`config.mk`:
```
export PLATFORM = sky130hd
export DESIGN_NAME = linefeed_supervision_regs
export DESIGN_NICKNAME = d
export VERILOG_FILES = /design/src/core/linefeed_supervision_pkg.sv /design/src/core/linefeed_supervision_regs.sv
export SDC_FILE = /design/constraint.sdc
export NUM_CORES = 1
export LEC_CHECK = 0
export BUFFER_PORTS_ARGS = -buffer_cell sky130_fd_sc_hd__buf_4
export CAP_MARGIN = 20
export CORE_UTILIZATION = 33
export DETAILED_ROUTE_END_ITERATION = 12
export PLACE_DENSITY_LB_ADDON = 0.3
export REMOVE_ABC_BUFFERS = 1
export SLEW_MARGIN = 20
export SYNTH_ARGS = -nofsm -noshare
export SYNTH_HDL_FRONTEND = slang
export SYNTH_SLANG_ARGS = --single-unit
```
`constraint.sdc`:
```
create_clock -name clk -period 3.4 [get_ports clk]
set_input_delay 0.34 -clock clk [delete_from_list [all_inputs] [get_ports clk]]
set_output_delay 0.34 -clock clk [all_outputs]
set_load 0.03 [all_outputs]
```
`src/core/linefeed_supervision_pkg.sv`:
```
// Constants for the line-feed supervision register bank
package linefeed_supervision_pkg;

   // Register offsets, byte addresses on the 8-bit register port
   localparam logic [7:0] ADDR_LOOP_CURRENT_LIMIT = 8'h45;
   localparam logic [7:0] ADDR_DETECT_STATUS_CONTROL = 8'h46;
   localparam logic [7:0] ADDR_LOOP_CLOSURE_DEBOUNCE = 8'h47;
   localparam logic [7:0] ADDR_RING_TRIP_DEBOUNCE = 8'h48;
   localparam logic [7:0] ADDR_PWM_PERIOD = 8'h49;
   localparam logic [7:0] ADDR_CONVERTER_MIN_OFF_TIME = 8'h4A;
   localparam logic [7:0] ADDR_ON_HOOK_VOLTAGE = 8'h4C;
   localparam logic [7:0] ADDR_GROUND_MARGIN_VOLTAGE = 8'h4D;

   // Reset values
   localparam logic [7:0] RST_LOOP_CURRENT_LIMIT = 8'h00;
   localparam logic [2:0] RST_DETECT_CONTROL = 3'h0;
   localparam logic [7:0] RST_LOOP_CLOSURE_DEBOUNCE = 8'h00;
   localparam logic [7:0] RST_RING_TRIP_DEBOUNCE = 8'h00;
   localparam logic [7:0] RST_PWM_PERIOD = 8'hFF;
   localparam logic [7:0] RST_CONVERTER_MIN_OFF_TIME = 8'h76;
   localparam logic [7:0] RST_ON_HOOK_VOLTAGE = 8'h20;
   localparam logic [7:0] RST_GROUND_MARGIN_VOLTAGE = 8'h02;

   // Field positions
   localparam int LCL_CODE_LSB = 0;
   localparam int LCL_CM_LSB = 4;
   localparam int LCL_RING_RES_BIT = 6;
   localparam int LCL_TIP_RES_BIT = 7;
   localparam int DSC_CLOSURE_FILT_BIT = 0;
   localparam int DSC_TRIP_FILT_BIT = 1;
   localparam int DSC_CLOSURE_RAW_BIT = 2;
   localparam int DSC_TRIP_AC_BIT = 3;
   localparam int DSC_TRIP_DC_BIT = 4;
   localparam int DSC_VOLTAGE_MODE_BIT = 5;
   localparam int DSC_CLOSURE_MASK_BIT = 6;
   localparam int DSC_TRIP_MASK_BIT = 7;
   localparam int OHV_LEVEL_LSB = 0;
   localparam int OHV_POLARITY_BIT = 6;
   localparam int GMV_LEVEL_LSB = 0;
   localparam int GMV_UNBALANCED_BIT = 7;

   // Current limit scale in mA
   localparam logic [5:0] CURRENT_LIMIT_BASE_MA = 6'h14;
   localparam logic [5:0] CURRENT_LIMIT_STEP_MA = 6'h03;

   // Debounce step and system clock
   localparam int CLK_PERIOD_NS = 50;
   localparam int DEBOUNCE_STEP_NS = 1250000;
   localparam int DEBOUNCE_STEP_CYCLES = DEBOUNCE_STEP_NS / CLK_PERIOD_NS;

   // PLL period in system clock cycles, by {clock select, decimal bit clock}
   localparam logic [3:0] PLL_DIV_SEL0_BIN = 4'h1;
   localparam logic [3:0] PLL_DIV_SEL0_DEC = 4'h2;
   localparam logic [3:0] PLL_DIV_SEL1_BIN = 4'h2;
   localparam logic [3:0] PLL_DIV_SEL1_DEC = 4'h4;

endpackage

```
`src/core/linefeed_supervision_regs.sv`:
```
// Line-feed supervision register bank with debounce and DC/DC PWM timing
// Operation
// - 3-bit current-limit code sets feed limit, 20 mA plus 3 mA per step.
// - Bits 6 and 7 of current-limit register switch ring and tip series resistors.
// - Status bit 0 shows debounced loop closure, zero otherwise.
// - Status bit 1 shows debounced ring trip, zero otherwise.
// - Status bit 2 shows the live loop-closure detector output.
// - Status bits 3 and 4 show live AC and DC ring-trip detector outputs.
// - Status bits 7:5 are read/write; bits 4:0 are read-only.
// - Bit 5 picks loop closure by current (zero) or voltage (one).
// - Bit 6 enables the loop-closure mask counter.
// - Bit 7 enables ring-trip masking.
// - 8-bit loop-closure debounce interval in 1.25 ms steps, reset zero.
// - Separate 8-bit ring-trip debounce interval in 1.25 ms steps, reset zero.
// - 8-bit PWM period register, reset all ones.
// - Minimum PWM off time is off-time code times PLL period, reset 0x76.
// - PLL period follows clock-select bit and binary or decimal bit clock.
// - Polarity bit picks forward or reverse for automatic transitions.
// - Automatic move to active uses the stored polarity bit.
//
// Decided for this implementation: the plain strobed port.
`timescale 1ns/100ps
module linefeed_supervision_regs
   import linefeed_supervision_pkg::*;
#(
   parameter int DEBOUNCE_TICK_CYCLES = DEBOUNCE_STEP_CYCLES
) (
   // Clock, reset, enable
   input wire logic clk,
   input wire logic rst,
   input wire logic ce,
   // Register port
   input wire logic [7:0] addr,
   input wire logic [7:0] wdata,
   input wire logic wr,
   input wire logic rd,
   output logic [7:0] rdata,
   // Analog detector pins
   input wire logic closure_current_det,
   input wire logic closure_voltage_det,
   input wire logic trip_ac_det,
   input wire logic trip_dc_det,
   // Line state logic, same clock
   input wire logic closure_mask_window,
   input wire logic trip_mask_window,
   input wire logic auto_closure_en,
   input wire logic auto_trip_en,
   input wire logic converter_clock_select,
   input wire logic bclk_decimal,
   // Line-feed controls
   output logic [2:0] current_limit_code,
   output logic [5:0] current_limit_ma,
   output logic [1:0] common_mode_correction,
   output logic ring_series_resistor_on,
   output logic tip_series_resistor_on,
   output logic voltage_based_closure,
   output logic closure_mask_counter_en,
   output logic trip_mask_en,
   output logic loop_closure_filtered,
   output logic ring_trip_filtered,
   output logic [5:0] on_hook_level,
   output logic auto_polarity_select,
   output logic [5:0] ground_margin_level,
   output logic unbalanced_ringing_select,
   // DC/DC converter and automatic transitions
   output logic pwm_out,
   output logic active_request,
   output logic active_reverse
);

   logic [7:0] loop_current_limit;
   logic [7:0] closure_debounce_interval;
   logic [7:0] trip_debounce_interval;
   logic [7:0] pwm_period_code;
   logic [7:0] min_off_time_code;
   logic [7:0] on_hook_voltage;
   logic [7:0] ground_margin_voltage;
   logic [2:0] detect_control;

   // Detector pin synchronisers
   logic [3:0] det_pin;
   logic [3:0] det_meta;
   logic [3:0] det_sync;

   assign det_pin = {trip_dc_det, trip_ac_det, closure_voltage_det, closure_current_det};

   genvar gs;
   generate
      for (gs = 0; gs < 4; gs++) begin : g_sync
         always_ff @(posedge clk) begin
            if (rst) begin
               det_meta[gs] <= 1'b0;
               det_sync[gs] <= 1'b0;
            end else if (ce) begin
               det_meta[gs] <= det_pin[gs];
               det_sync[gs] <= det_meta[gs];
            end
         end
      end
   endgenerate

   // Register decode
   wire wr_lcl = wr && (addr == ADDR_LOOP_CURRENT_LIMIT);
   wire wr_dsc = wr && (addr == ADDR_DETECT_STATUS_CONTROL);
   wire wr_loop_closure_debounce = wr && (addr == ADDR_LOOP_CLOSURE_DEBOUNCE);
   wire wr_rtdb = wr && (addr == ADDR_RING_TRIP_DEBOUNCE);
   wire wr_pwm = wr && (addr == ADDR_PWM_PERIOD);
   wire wr_off = wr && (addr == ADDR_CONVERTER_MIN_OFF_TIME);
   wire wr_ohv = wr && (addr == ADDR_ON_HOOK_VOLTAGE);
   wire wr_gmv = wr && (addr == ADDR_GROUND_MARGIN_VOLTAGE);

   // Reserved bits are dropped on write so they read back as zero
   wire [7:0] lcl_mask = 8'hF7;
   wire [7:0] ohv_mask = 8'h7F;
   wire [7:0] gmv_mask = 8'hBF;

   always_ff @(posedge clk) begin
      if (rst) begin
         loop_current_limit <= RST_LOOP_CURRENT_LIMIT;
         detect_control <= RST_DETECT_CONTROL;
         closure_debounce_interval <= RST_LOOP_CLOSURE_DEBOUNCE;
         trip_debounce_interval <= RST_RING_TRIP_DEBOUNCE;
         pwm_period_code <= RST_PWM_PERIOD;
         min_off_time_code <= RST_CONVERTER_MIN_OFF_TIME;
         on_hook_voltage <= RST_ON_HOOK_VOLTAGE;
         ground_margin_voltage <= RST_GROUND_MARGIN_VOLTAGE;
      end else if (ce) begin
         if (wr_lcl) loop_current_limit <= wdata & lcl_mask;
         if (wr_dsc) detect_control <= wdata[7:5];
         if (wr_loop_closure_debounce) closure_debounce_interval <= wdata;
         if (wr_rtdb) trip_debounce_interval <= wdata;
         if (wr_pwm) pwm_period_code <= wdata;
         if (wr_off) min_off_time_code <= wdata;
         if (wr_ohv) on_hook_voltage <= wdata & ohv_mask;
         if (wr_gmv) ground_margin_voltage <= wdata & gmv_mask;
      end
   end

   // Field outputs, all straight from register flops
   assign current_limit_code = loop_current_limit[LCL_CODE_LSB +: 3];
   assign common_mode_correction = loop_current_limit[LCL_CM_LSB +: 2];
   assign ring_series_resistor_on = loop_current_limit[LCL_RING_RES_BIT];
   assign tip_series_resistor_on = loop_current_limit[LCL_TIP_RES_BIT];
   assign voltage_based_closure = detect_control[DSC_VOLTAGE_MODE_BIT - 5];
   assign closure_mask_counter_en = detect_control[DSC_CLOSURE_MASK_BIT - 5];
   assign trip_mask_en = detect_control[DSC_TRIP_MASK_BIT - 5];
   assign on_hook_level = on_hook_voltage[OHV_LEVEL_LSB +: 6];
   assign auto_polarity_select = on_hook_voltage[OHV_POLARITY_BIT];
   assign ground_margin_level = ground_margin_voltage[GMV_LEVEL_LSB +: 6];
   assign unbalanced_ringing_select = ground_margin_voltage[GMV_UNBALANCED_BIT];

   // Current limit in mA, registered to keep the output flop-driven
   wire [5:0] next_current_limit_ma = CURRENT_LIMIT_BASE_MA
      + 6'(CURRENT_LIMIT_STEP_MA * {3'h0, current_limit_code});

   always_ff @(posedge clk) begin
      if (rst) current_limit_ma <= CURRENT_LIMIT_BASE_MA;
      else if (ce) current_limit_ma <= next_current_limit_ma;
   end

   // Detector selection
   wire closure_raw = voltage_based_closure ? det_sync[1] : det_sync[0];
   wire trip_raw = det_sync[2] | det_sync[3];

   // Shared 1.25 ms tick; a debounce may run up to one tick short of its nominal length
   logic [15:0] step_cnt;
   wire step_tick = (step_cnt == 16'(DEBOUNCE_TICK_CYCLES - 1));

   always_ff @(posedge clk) begin
      if (rst) step_cnt <= 16'h0000;
      else if (ce) step_cnt <= step_tick ? 16'h0000 : step_cnt + 16'h0001;
   end

   // Debounce, entry 0 is loop closure, entry 1 is ring trip
   logic [1:0] deb_raw;
   logic [1:0] deb_hold;
   logic [1:0] deb_filt;
   logic [7:0] deb_interval [2];
   logic [7:0] deb_cnt [2];

   assign deb_raw = {trip_raw, closure_raw};
   assign deb_hold = {trip_mask_en & trip_mask_window,
                      closure_mask_counter_en & closure_mask_window};
   assign deb_interval[0] = closure_debounce_interval;
   assign deb_interval[1] = trip_debounce_interval;

   genvar gd;
   generate
      for (gd = 0; gd < 2; gd++) begin : g_debounce
         always_ff @(posedge clk) begin
            if (rst) begin
               deb_cnt[gd] <= 8'h00;
               deb_filt[gd] <= 1'b0;
            end else if (ce) begin
               if (!deb_raw[gd]) begin
                  deb_cnt[gd] <= 8'h00;
                  deb_filt[gd] <= 1'b0;
               end else if (deb_hold[gd]) begin
                  deb_cnt[gd] <= deb_cnt[gd];
               end else if (deb_cnt[gd] >= deb_interval[gd]) begin
                  deb_filt[gd] <= 1'b1;
               end else if (step_tick) begin
                  deb_cnt[gd] <= deb_cnt[gd] + 8'h01;
               end
            end
         end
      end
   endgenerate

   assign loop_closure_filtered = deb_filt[0];
   assign ring_trip_filtered = deb_filt[1];

   // Automatic move to active on a fresh filtered detection
   logic [1:0] filt_prev;
   wire auto_go = (deb_filt[0] & ~filt_prev[0] & auto_closure_en)
                | (deb_filt[1] & ~filt_prev[1] & auto_trip_en);

   always_ff @(posedge clk) begin
      if (rst) begin
         filt_prev <= 2'b00;
         active_request <= 1'b0;
         active_reverse <= 1'b0;
      end else if (ce) begin
         filt_prev <= deb_filt;
         active_request <= auto_go;
         if (auto_go) active_reverse <= auto_polarity_select;
      end
   end

   // PLL period tick for the converter timing
   logic [3:0] pll_cnt;
   wire [3:0] pll_div = converter_clock_select
      ? (bclk_decimal ? PLL_DIV_SEL1_DEC : PLL_DIV_SEL1_BIN)
      : (bclk_decimal ? PLL_DIV_SEL0_DEC : PLL_DIV_SEL0_BIN);
   wire pll_tick = (pll_cnt >= pll_div - 4'h1);

   always_ff @(posedge clk) begin
      if (rst) pll_cnt <= 4'h0;
      else if (ce) pll_cnt <= pll_tick ? 4'h0 : pll_cnt + 4'h1;
   end

   // Off-time run in PLL periods; a rise waits for it, but an off-time write in the cycle of a rise only takes effect after that rise
   logic [8:0] off_run;
   wire off_done = ({1'b0, off_run} + 10'h001 >= {2'b00, min_off_time_code});
   always_ff @(posedge clk) begin
      if (rst) off_run <= 9'h000;
      else if (ce && pwm_out) off_run <= 9'h000;
      else if (ce && pll_tick && off_run != 9'h1FF) off_run <= off_run + 9'h001;
   end

   // PWM: on for period minus off time, then low for at least the off time
   logic [7:0] pwm_cnt;
   // A period not above the off time keeps the switch off, never shortens the off time
   wire [7:0] on_len = (pwm_period_code > min_off_time_code)
      ? pwm_period_code - min_off_time_code : 8'h00;
   wire pwm_wrap = (pwm_cnt >= pwm_period_code - 8'h01);
   wire [7:0] next_pwm_cnt = pwm_wrap ? 8'h00 : pwm_cnt + 8'h01;

   always_ff @(posedge clk) begin
      if (rst) begin
         pwm_cnt <= 8'h00;
         pwm_out <= 1'b0;
      end else if (ce && pll_tick) begin
         pwm_cnt <= next_pwm_cnt;
         pwm_out <= (next_pwm_cnt < on_len) && (pwm_out || off_done);
      end
   end

   // Read data, valid only in the cycle after the strobe
   wire [7:0] status_word = {detect_control, det_sync[3], det_sync[2], closure_raw,
                             deb_filt[1], deb_filt[0]};
   wire [7:0] next_rdata =
        (addr == ADDR_LOOP_CURRENT_LIMIT) ? loop_current_limit
      : (addr == ADDR_DETECT_STATUS_CONTROL) ? status_word
      : (addr == ADDR_LOOP_CLOSURE_DEBOUNCE) ? closure_debounce_interval
      : (addr == ADDR_RING_TRIP_DEBOUNCE) ? trip_debounce_interval
      : (addr == ADDR_PWM_PERIOD) ? pwm_period_code
      : (addr == ADDR_CONVERTER_MIN_OFF_TIME) ? min_off_time_code
      : (addr == ADDR_ON_HOOK_VOLTAGE) ? on_hook_voltage
      : (addr == ADDR_GROUND_MARGIN_VOLTAGE) ? ground_margin_voltage
      : 8'h00;

   always_ff @(posedge clk) begin
      if (rst) rdata <= 8'h00;
      else if (ce) rdata <= rd ? next_rdata : 8'h00;
   end

   property p_resistor_write;
      @(posedge clk) disable iff (rst)
      ce && wr_lcl |=> ring_series_resistor_on == $past(wdata[6]) && tip_series_resistor_on == $past(wdata[7]);
   endproperty
   a_resistor_write: assert property (p_resistor_write) else $error("series resistor bit not stored");

   property p_status_ro;
      @(posedge clk) disable iff (rst)
      ce && wr_dsc ##1 ce && rd && addr == ADDR_DETECT_STATUS_CONTROL
      |=> rdata[7:5] == $past(wdata[7:5], 2) && rdata[1:0] == $past(deb_filt);
   endproperty
   a_status_ro: assert property (p_status_ro) else $error("status low bits changed by write");

   property p_raw_read;
      @(posedge clk) disable iff (rst)
      ce && rd && addr == ADDR_DETECT_STATUS_CONTROL
      |=> rdata[2] == $past(closure_raw) && rdata[3] == $past(det_sync[2]) && rdata[4] == $past(det_sync[3]);
   endproperty
   a_raw_read: assert property (p_raw_read) else $error("raw detector bits misread");

   property p_voltage_mode;
      @(posedge clk) disable iff (rst)
      ce && voltage_based_closure && !det_sync[1] |=> !loop_closure_filtered;
   endproperty
   a_voltage_mode: assert property (p_voltage_mode) else $error("closure set without voltage detection");

   property p_trip_drop;
      @(posedge clk) disable iff (rst)
      ce && !trip_raw |=> !ring_trip_filtered && deb_cnt[1] == 8'h00;
   endproperty
   a_trip_drop: assert property (p_trip_drop) else $error("trip flag survived raw drop");

   property p_closure_hold;
      @(posedge clk) disable iff (rst)
      ce && closure_raw && closure_mask_counter_en && closure_mask_window |=> deb_cnt[0] == $past(deb_cnt[0]);
   endproperty
   a_closure_hold: assert property (p_closure_hold) else $error("closure count moved while masked");

   property p_trip_hold;
      @(posedge clk) disable iff (rst)
      ce && trip_raw && trip_mask_en && trip_mask_window |=> deb_cnt[1] == $past(deb_cnt[1]);
   endproperty
   a_trip_hold: assert property (p_trip_hold) else $error("trip count moved while masked");

   property p_off_time;
      @(posedge clk) disable iff (rst)
      $rose(pwm_out) |-> off_run >= {1'b0, min_off_time_code} || $past(wr_off);
   endproperty
   a_off_time: assert property (p_off_time) else $error("pwm off time too short");

   property p_pwm_wrap;
      @(posedge clk) disable iff (rst)
      ce && pll_tick && pwm_period_code != 8'h00 && pwm_cnt >= pwm_period_code - 8'h01 |=> pwm_cnt == 8'h00;
   endproperty
   a_pwm_wrap: assert property (p_pwm_wrap) else $error("pwm period not honoured");

   property p_auto_polarity;
      @(posedge clk) disable iff (rst)
      active_request |-> active_reverse == $past(auto_polarity_select);
   endproperty
   a_auto_polarity: assert property (p_auto_polarity) else $error("active polarity wrong");

endmodule

```
Word-level counts from Yosys, hierarchy flattened
Memories as Yosys holds them, arrays and structs flattened. Index checks and enable logic that the tools add are counted.

Register bits: 122. Bits in latches: 0. Bits in writable memories: 16. ROM bits: 0. Input port bits: 31. Logic and storage cells: 165. Memories kept: 1.

Memories: deb_cnt (depth 2, bits a word 8, read ports 2, clocked after memory_dff 0, write ports 2, RTL line linefeed_supervision_regs.sv:179) `logic [7:0] deb_cnt [2];`.

$add $sub $neg: 11. Multiply operators: 1. Div/mod/pow operators: 0. $lt $le $gt $ge: 7. Eq/ne operators: 14. Shift-type cells: 0. Muxes and demuxes: 62. Bitwise logic cells: 16. Reductions and logical operators: 25.

Operators with widths (number): two-way mux 8 bit (17); == test 8 x 7 -> 1 bit (second input constant) (8); two-way mux 1 bit (40); adder 8 x 1 -> 8 bit (second input constant) (3); >= comparator 8 bit (3); AND reduction 2 bit (9); adder 16 x 1 -> 16 bit (second input constant) (1); == test 16 x 15 -> 1 bit (second input constant) (1); two-way mux 16 bit (1); logical AND 1 bit (12); adder 9 x 1 -> 10 bit (second input constant) (1); >= comparator 10 x 8 -> 1 bit (1); adder 9 x 1 -> 9 bit (second input constant) (1); inequality test 9 bit (second input constant) (1); > comparator 8 bit (1); less-than comparator 8 bit (1); bitwise OR 1 bit (8); subtractor 8 x 1 -> 8 bit (second input constant) (1); subtractor 8 bit (1); adder 5 x 5 -> 6 bit (first input constant) (1); bitwise AND 1 bit (6); two-way mux 3 bit (2); AND reduction 3 bit (2); multiplier 2 x 3 -> 5 bit (first input constant) (1); other kinds (10) (13).

Longest topological paths before layout
Gate-level depths: netlist of the first run.

Word-level depth: 10. Gate-level depth with buffers: 17. Mapped depth without buffers: 16.

Worst setup path before layout of the first run
No wires, ideal clock.

Path kind: register -> register. From: register pwm_period_code[0]. To: register pwm_out. Data arrival time: 3.060 ns. Required time: 3.286 ns. Setup slack: 0.226 ns. Cell stages (with the launch flop): 16. Cell sequence: dfxtp_1 inv_1 ha_1 inv_1 fa_1 a21o_1 a221oi_1 a21oi_1 and2_1 clkbuf_1 nand2_1 ha_1 a21o_1 a211oi_1 o211ai_1 a2111oi_0.

Word-level cells in the longest chain between the ends: 5. Elaborated cells on any way between the ends: 8.

RTL lines: start: declaration (RTL line linefeed_supervision_regs.sv:74) `logic [7:0] pwm_period_code;`; start signal: assignment (RTL line linefeed_supervision_regs.sv:132) `if (wr_pwm) pwm_period_code <= wdata;`; subtractor 8 x 1 -> 8 bit (RTL line linefeed_supervision_regs.sv:256) `wire pwm_wrap = (pwm_cnt >= pwm_period_code - 8'h01);`; >= comparator 8 bit (RTL line linefeed_supervision_regs.sv:256); two-way mux 8 bit (RTL line linefeed_supervision_regs.sv:257) `wire [7:0] next_pwm_cnt = pwm_wrap ? 8'h00 : pwm_cnt + 8'h01;`; less-than comparator 8 bit (*) (RTL line linefeed_supervision_regs.sv:265) `pwm_out <= (next_pwm_cnt < on_len) && (pwm_out || off_done);`; logical AND 1 bit (*) (RTL line linefeed_supervision_regs.sv:265); end signal: assignment (RTL line linefeed_supervision_regs.sv:265); end: declaration (RTL line linefeed_supervision_regs.sv:66) `output logic pwm_out,`.

Every way passes the cells marked *; elsewhere a longest branch is shown, timed or not. A chain may end at the register's enable or synchronous reset.

Worst setup path after layout of the first run
Ends and elaborated chain as after synthesis.

==> impl_metrics.yaml, run 1 <==
outcome:
  status: "completed"
route:
  via_count: 6653
  vias_per_cell: 5.07
  drt_iter0_drc: 412
  first_pass_iters: 5
  routed_wl_um: 21300
  postRouteAntennaNets: 0
  drcViolationCount: 0
  wire_per_inst_um: 16.2
clock_tree:
  cts_root_buffer: "clkbuf_16"
  clkTransAtPathRegs_ns: 0.07
  cts_tree: "done"
  max-clock-path-buffers: 2
  cts_hold_buf: 0
  numCtsBuffers: 17
  clock_sinks: 138
  htreeDepth: 4
  insertion_delay_ns: 0.44
final_layout:
  n_fill_cell: 2461
  seq_area_um2: 2920
  layout-area-overhead-vs-synth_pct: 18.9
  final_cell_area_um2: 9340
  antennaDiodeCount: 0
  finalNonFillerCells: 1311
  finalNetCount: 1074
  drive_gt1_share_pct: 14.0
  multiInputGateArea_um2: 4620
worst_hold_path:
  hold_path.class: "primary input to flop"
  whs_path_depth: 3
sta:
  fmax_ghz: 0.315
  relSlewSlack_pct: 47.7
  period_minus_slack_ns: 3.17
  report.final.slew_viol_count: 0
  tns_ns: 0
  clock_skew_ns: 0.0136
  rsz0062_at_grt: "false"
  min_period_over_period_pct: 93.2
  finalHoldViolations: 0
  whs_ns: 0.142
  worst_pin_slew_ns: 0.778
  final-setup-viol-count: 0
die:
  fp.dieH_um: 156
  core_area_um2: 23400
  start_util_pct: 33.6
  dieWidth_um: 156
  row_count: 56
  dieArea_um2: 24400
  io_pins: 74
power:
  p_leak_nw: 3.75
  powerDensity_nw_per_um2: 421
  ir_worst_vdd_uv: 287
worst_setup_path:
  path_delay_family: "compound AO/OA/AOI/OAI gates"
  crit_slowest_cell: "fa_1"
  path_buf_inv: 2
  path_depth: 14
  cp-end-kind: "flop"
  required_ns: 3.72
  crit_chain: "inv_2, ha_1, inv_1, fa_1, a21o_1, a221oi_2, a21oi_2, and2_2, nand2_1, ha_1, a21o_1, a211oi_2, o211ai_1, a2111oi_0"
  start_kind: "flop"
  path_class: "flop to flop"
  crit_path_max_incr_delay_ns: 0.40
  worstPathArrival_ns: 3.49
  crit_path_max_fanout: 7
  reg2regPathDepth: 14
placed_design:
  port_buffers: 73
  placed_area_um2: 8700
  hpwlAfterDp_um: 15400
  dp_cells: 1279
  routabilityCongestion: 0.850
yosys:
  synth_top_area_cell: "dfxtp_1"
  synth_area_leaders: "dfxtp_1, ha_1, mux2i_1, edfxtp_1, nand2_1"
  yosys_warnings: 0
  synthFlopType: "dfxtp_1"
  netlist_instances: 919
  ys_types: 64
  synth_edf_count: 16
  synthArstFlopShare_pct: 0
  synth_seq_cells: 138
  synth_area_um2: 7850
  syn_avg_cell_area_um2: 8.55
  synth-seq-area-share_pct: 37.2
  synth_top_area_share_pct: 31.1
global_route:
  overflow: 0
  grt_max_degree: 46
  antenna_found_initial: 0
  grt_pass1_wl_um: 34000
  grt_usage_pct: 18.1
  grt_pass1_vias: 6234
job:
  cap_viol_max_count: 0
-- power breakdown --
part           switching [mW]  total [mW]  internal [mW]  leakage [nW]
clock                   0.862        1.91           1.05         0.293
combinational           0.192       0.308          0.116          2.29
sequential             0.0313        1.71           1.67          1.16
total                    1.08        3.93           2.84          3.75
-- logic make-up after synthesis --
family                     after synthesis  share of synthesized area (%)
adders and majority gates               64                           10.4
and+or+nand+nor                        356                           21.3
xor gates and xnor gates                56                           6.25
DFF                                    138                           37.2
buffers and inverters                   87                           4.41
AOI/OAI and AO/OA                      162                           13.2
muxes                                   56                           7.18
-- sequential cells by signal, indices dropped and copies added (netlist names), 2 cells and up --
name,flops
rdata,8
min_off_time_code,8
off_run,9
pwm_cnt,8
ground_margin_voltage,7
trip_debounce_interval,8
on_hook_voltage,7
deb_cnt,16
loop_current_limit,7
closure_debounce_interval,8
detect_control,3
pwm_period_code,8
det_meta,4
step_cnt,16
current_limit_ma,6
pll_cnt,4
filt_prev,2
det_sync,4
-- cells in the final DEF, fill, tap and decap left out, drive strengths merged, types with 3 or more instances in the layout --
cell type / instances
dfxtp: 122
a21o: 11
and2: 6
and4: 3
nand3: 33
nand2b: 6
nor3: 17
o32ai: 7
o21ai: 29
nand2: 113
nor4: 8
or2: 3
xor2: 26
mux2: 3
or3: 10
nor2: 112
or4: 4
buf: 83
mux2i: 53
nor2b: 5
inv: 56
a211oi: 11
clkbuf: 17
nor4b: 5
a31oi: 3
ha: 62
nand4: 9
o21a: 4
a21oi: 60
a2111oi: 3
nor3b: 5
o22a: 3
edfxtp: 16
o221ai: 3
o211ai: 8
xnor2: 30
o22ai: 4
and3: 15
-- layer usage --
metal,track usage [%],wire length [µm],share of wire [%]
met3,4.49,1260,5.9
met4,5.60,283,1.3
met2,25.9,8890,42
met1,26.4,10900,51
met5,0,0,0
-- final timing paths --
kind / startpoint / end / slack [ns]
worst max-delay path: pwm_period_code[0] / pwm_out / 0.23
worst min-delay path: trip_ac_det / det_meta[2] / 0.14
worst max register to register: pwm_period_code[0] / pwm_out / 0.23
worst min register to register: rdata[4] / rdata[4] / 0.47
-- cells in the mapped netlist (4+ instances only) --
cell type and count:
a211oi_1 11, a21o_1 11, a21oi_1 60, and2_1 6, and3_1 13, buf_1 11, buf_2 7, clkbuf_1 22
dfxtp_1 122, edfxtp_1 16, ha_1 62, inv_1 45, mux2i_1 53, nand2_1 113, nand2b_1 6, nand3_1 33
nand4_1 9, nor2_1 111, nor2b_1 5, nor3_1 17, nor3b_1 5, nor4_1 6, nor4b_1 4, o211ai_1 8
o21a_1 4, o21ai_0 27, o22ai_1 4, o32ai_1 7, or3_1 10, or4_1 4, xnor2_1 30, xor2_1 26
-- repair_timing --
item / 4_1_cts / 5_1_grt
setup endpoints to repair: 0 / 1
setup buffers: 0 / 0
resized for setup: 0 / 8
hold endpoints to repair: 0 / 0
-- metrics by stage --
stage	setup slack [ns]	util [%]	power (mW)
6_report	0.230	39.9	3.93
2_1_floorplan	0.309	-	1.90
3_3_place_gp	0.163	37.2	2.05
3_5_place_dp	0.0159	37.2	2.05
5_1_grt	0.0117	39.9	4.07
4_1_cts	0.00583	39.8	3.96
-- worst reg2reg max path, stage by stage (launching register included) --
cell,delay (ns)
dfxtp_1,0.33
inv_2,0.11
ha_1,0.19
inv_1,0.06
fa_1,0.40
a21o_1,0.20
a221oi_2,0.28
a21oi_2,0.10
and2_2,0.25
nand2_1,0.07
ha_1,0.23
a21o_1,0.19
a211oi_2,0.20
o211ai_1,0.11
a2111oi_0,0.34
-- cell type report --
type,count,area share [%]
clock buffers,17,4.56
clock inverters,15,1.86
inverters,45,1.81
multi-input cells,694,49.5
flip-flops and latches,138,31.3
well taps,319,4.27
repair buffers,83,6.67
Note: power is estimated with default switching activity, not from simulation.
==> inputs of run 2 (changes only) <==
Clock period 3.4 ns to 3.76 ns, I/O delays scaled along.
==> impl_metrics.yaml, run 2 (synthesized netlist as in run 1, its figures left out) <==
sta:
  min_period_over_period_pct: 90.5
  final-setup-viol-count: 0
  tns_ns: 0
  finalHoldViolations: 0
  clock_skew_ns: 0.00722
  report.final.slew_viol_count: 0
  worst_pin_slew_ns: 0.821
  fmax_ghz: 0.294
  relSlewSlack_pct: 44.9
  period_minus_slack_ns: 3.40
  rsz0062_at_grt: "false"
  whs_ns: 0.182
worst_setup_path:
  required_ns: 4.07
  worstPathArrival_ns: 3.71
  reg2reg_slack_ns: 0.36
  cp-end-kind: "flop"
  path_class: "flop to flop"
  crit_path_max_incr_delay_ns: 0.39
  critical_path.most_common_cell: "ha_1"
  crit_path_max_fanout: 9
  timing.rr.start: "pwm_period_code[0]"
  startpoint: "pwm_period_code[0]"
  start_kind: "flop"
  r2r-end: "pwm_out"
  path_buf_inv: 1
  path_delay_family: "compound AO/OA/AOI/OAI gates"
  crit_chain: "inv_1, ha_1, nand2_1, nor3_1, xnor2_1, ha_1, nand2_1, nor3_1, a21o_1, nor2_1, ha_1, a21o_1, a211oi_1, o211ai_1, a2111oi_0"
  crit_slowest_cell: "a2111oi_0"
  reg2regPathDepth: 15
power:
  total_power_mw: 3.47
  p_comb_share_pct: 8.0
  power.share.clock_pct: 47.6
  power_switching_uw: 971
  power_frac_seq_pct: 44.4
  p_leak_nw: 3.71
  switching_share_pct: 28.0
  internal_power_mw: 2.50
  ir_worst_vdd_uv: 361
  powerDensity_nw_per_um2: 375
die:
  start_util_pct: 33.6
  row_count: 56
  fp.dieH_um: 156
  dieArea_um2: 24400
  core_area_um2: 23400
  dieWidth_um: 156
  io_pins: 74
worst_hold_path:
  worst_hold_path.endpoint: "det_meta[2]"
  hold_path.class: "primary input to flop"
  hold_start: "trip_ac_det"
  whs_path_depth: 3
global_route:
  grt_pass1_vias: 6267
  overflow: 0
  grt_max_degree: 49
  antenna_found_initial: 0
  grt_usage_pct: 18.2
  grt_pass1_wl_um: 34400
placed_design:
  port_buffers: 73
  routabilityCongestion: 0.875
  hpwlAfterDp_um: 15400
  placed_area_um2: 8680
route:
  postRouteAntennaNets: 0
  vias_per_cell: 5.11
  drcViolationCount: 0
  via_count: 6687
  drt_iter0_drc: 503
  wire_per_inst_um: 16.3
  routed_wl_um: 21300
  first_pass_iters: 4
clock_tree:
  clock_sinks: 138
  htreeDepth: 4
  postCtsSetupRepairBufs: 0
  cts_root_buffer: "clkbuf_16"
  cts_hold_buf: 0
  insertion_delay_ns: 0.43
  numCtsBuffers: 17
  post_cts_resized: 0
  max-clock-path-buffers: 2
  cts_tree: "done"
  clkTransAtPathRegs_ns: 0.07
final_layout:
  final_core_util_pct: 39.6
  finalNetCount: 1071
  layout-area-overhead-vs-synth_pct: 18.0
  final_common_cell: "dfxtp_1"
  final_cell_mix: "dfxtp_1, nand2_1, nor2_1"
  n_fill_cell: 2436
  drive_gt1_share_pct: 12.9
  antennaDiodeCount: 0
  seq_area_um2: 2920
  multiInputGateArea_um2: 4600
  reg.largest.list: "deb_cnt x16, step_cnt x16, off_run x9"
  final_cell_area_um2: 9270
job:
  cap_viol_max_count: 0
outcome:
  status: "completed"
run 2: tightest hold or removal path: cells and delay by family:
kind / cells / cell delay, ns
mux: 1 / 0.05
buf+inv: 1 / 0.08
simple gates: 1 / 0.07
run 2: how the worst max path moves through the flow:
stage                     endpoint  slack [ns]  cells past startpoint
after floorplan            pwm_out        0.67                     14
after global placement     pwm_out        0.45                     14
after detailed placement   pwm_out        0.30                     14
after CTS                  pwm_out        0.24                     14
after global routing       pwm_out        0.04                     15
final                      pwm_out        0.36                     15
run 2: final cells by class:
type | count | share of cell area, %
tap | 319 | 4.31
multi-input combinational | 694 | 49.6
sequential | 138 | 31.5
clock buffer | 17 | 4.59
inverter | 45 | 1.82
clock inverter | 15 | 1.63
timing repair buffer | 80 | 6.48
run 2: power groups by stage:
stage | sequential (mW) | clock (mW) | combinational, mW
after global placement | 1.58 | 0 | 0.275
after CTS | 1.54 | 1.68 | 0.278
final | 1.54 | 1.65 | 0.278
after global routing | 1.55 | 1.75 | 0.308
after detailed placement | 1.58 | 0 | 0.276
after floorplan | 1.57 | 0 | 0.141
run 2: stage by stage:
step	setup slack, ns	cells
after floorplan	0.669	877
after global placement	0.448	1276
after detailed placement	0.300	1276
after CTS	0.245	1308
after global routing	0.0449	1308
final	0.357	1308
run 2: routing by layer:
layer,share of wire [%],GRT usage (%)
met5,0,0
met4,1.2,5.00
met3,7.0,4.21
met2,42,25.7
met1,50,27.2
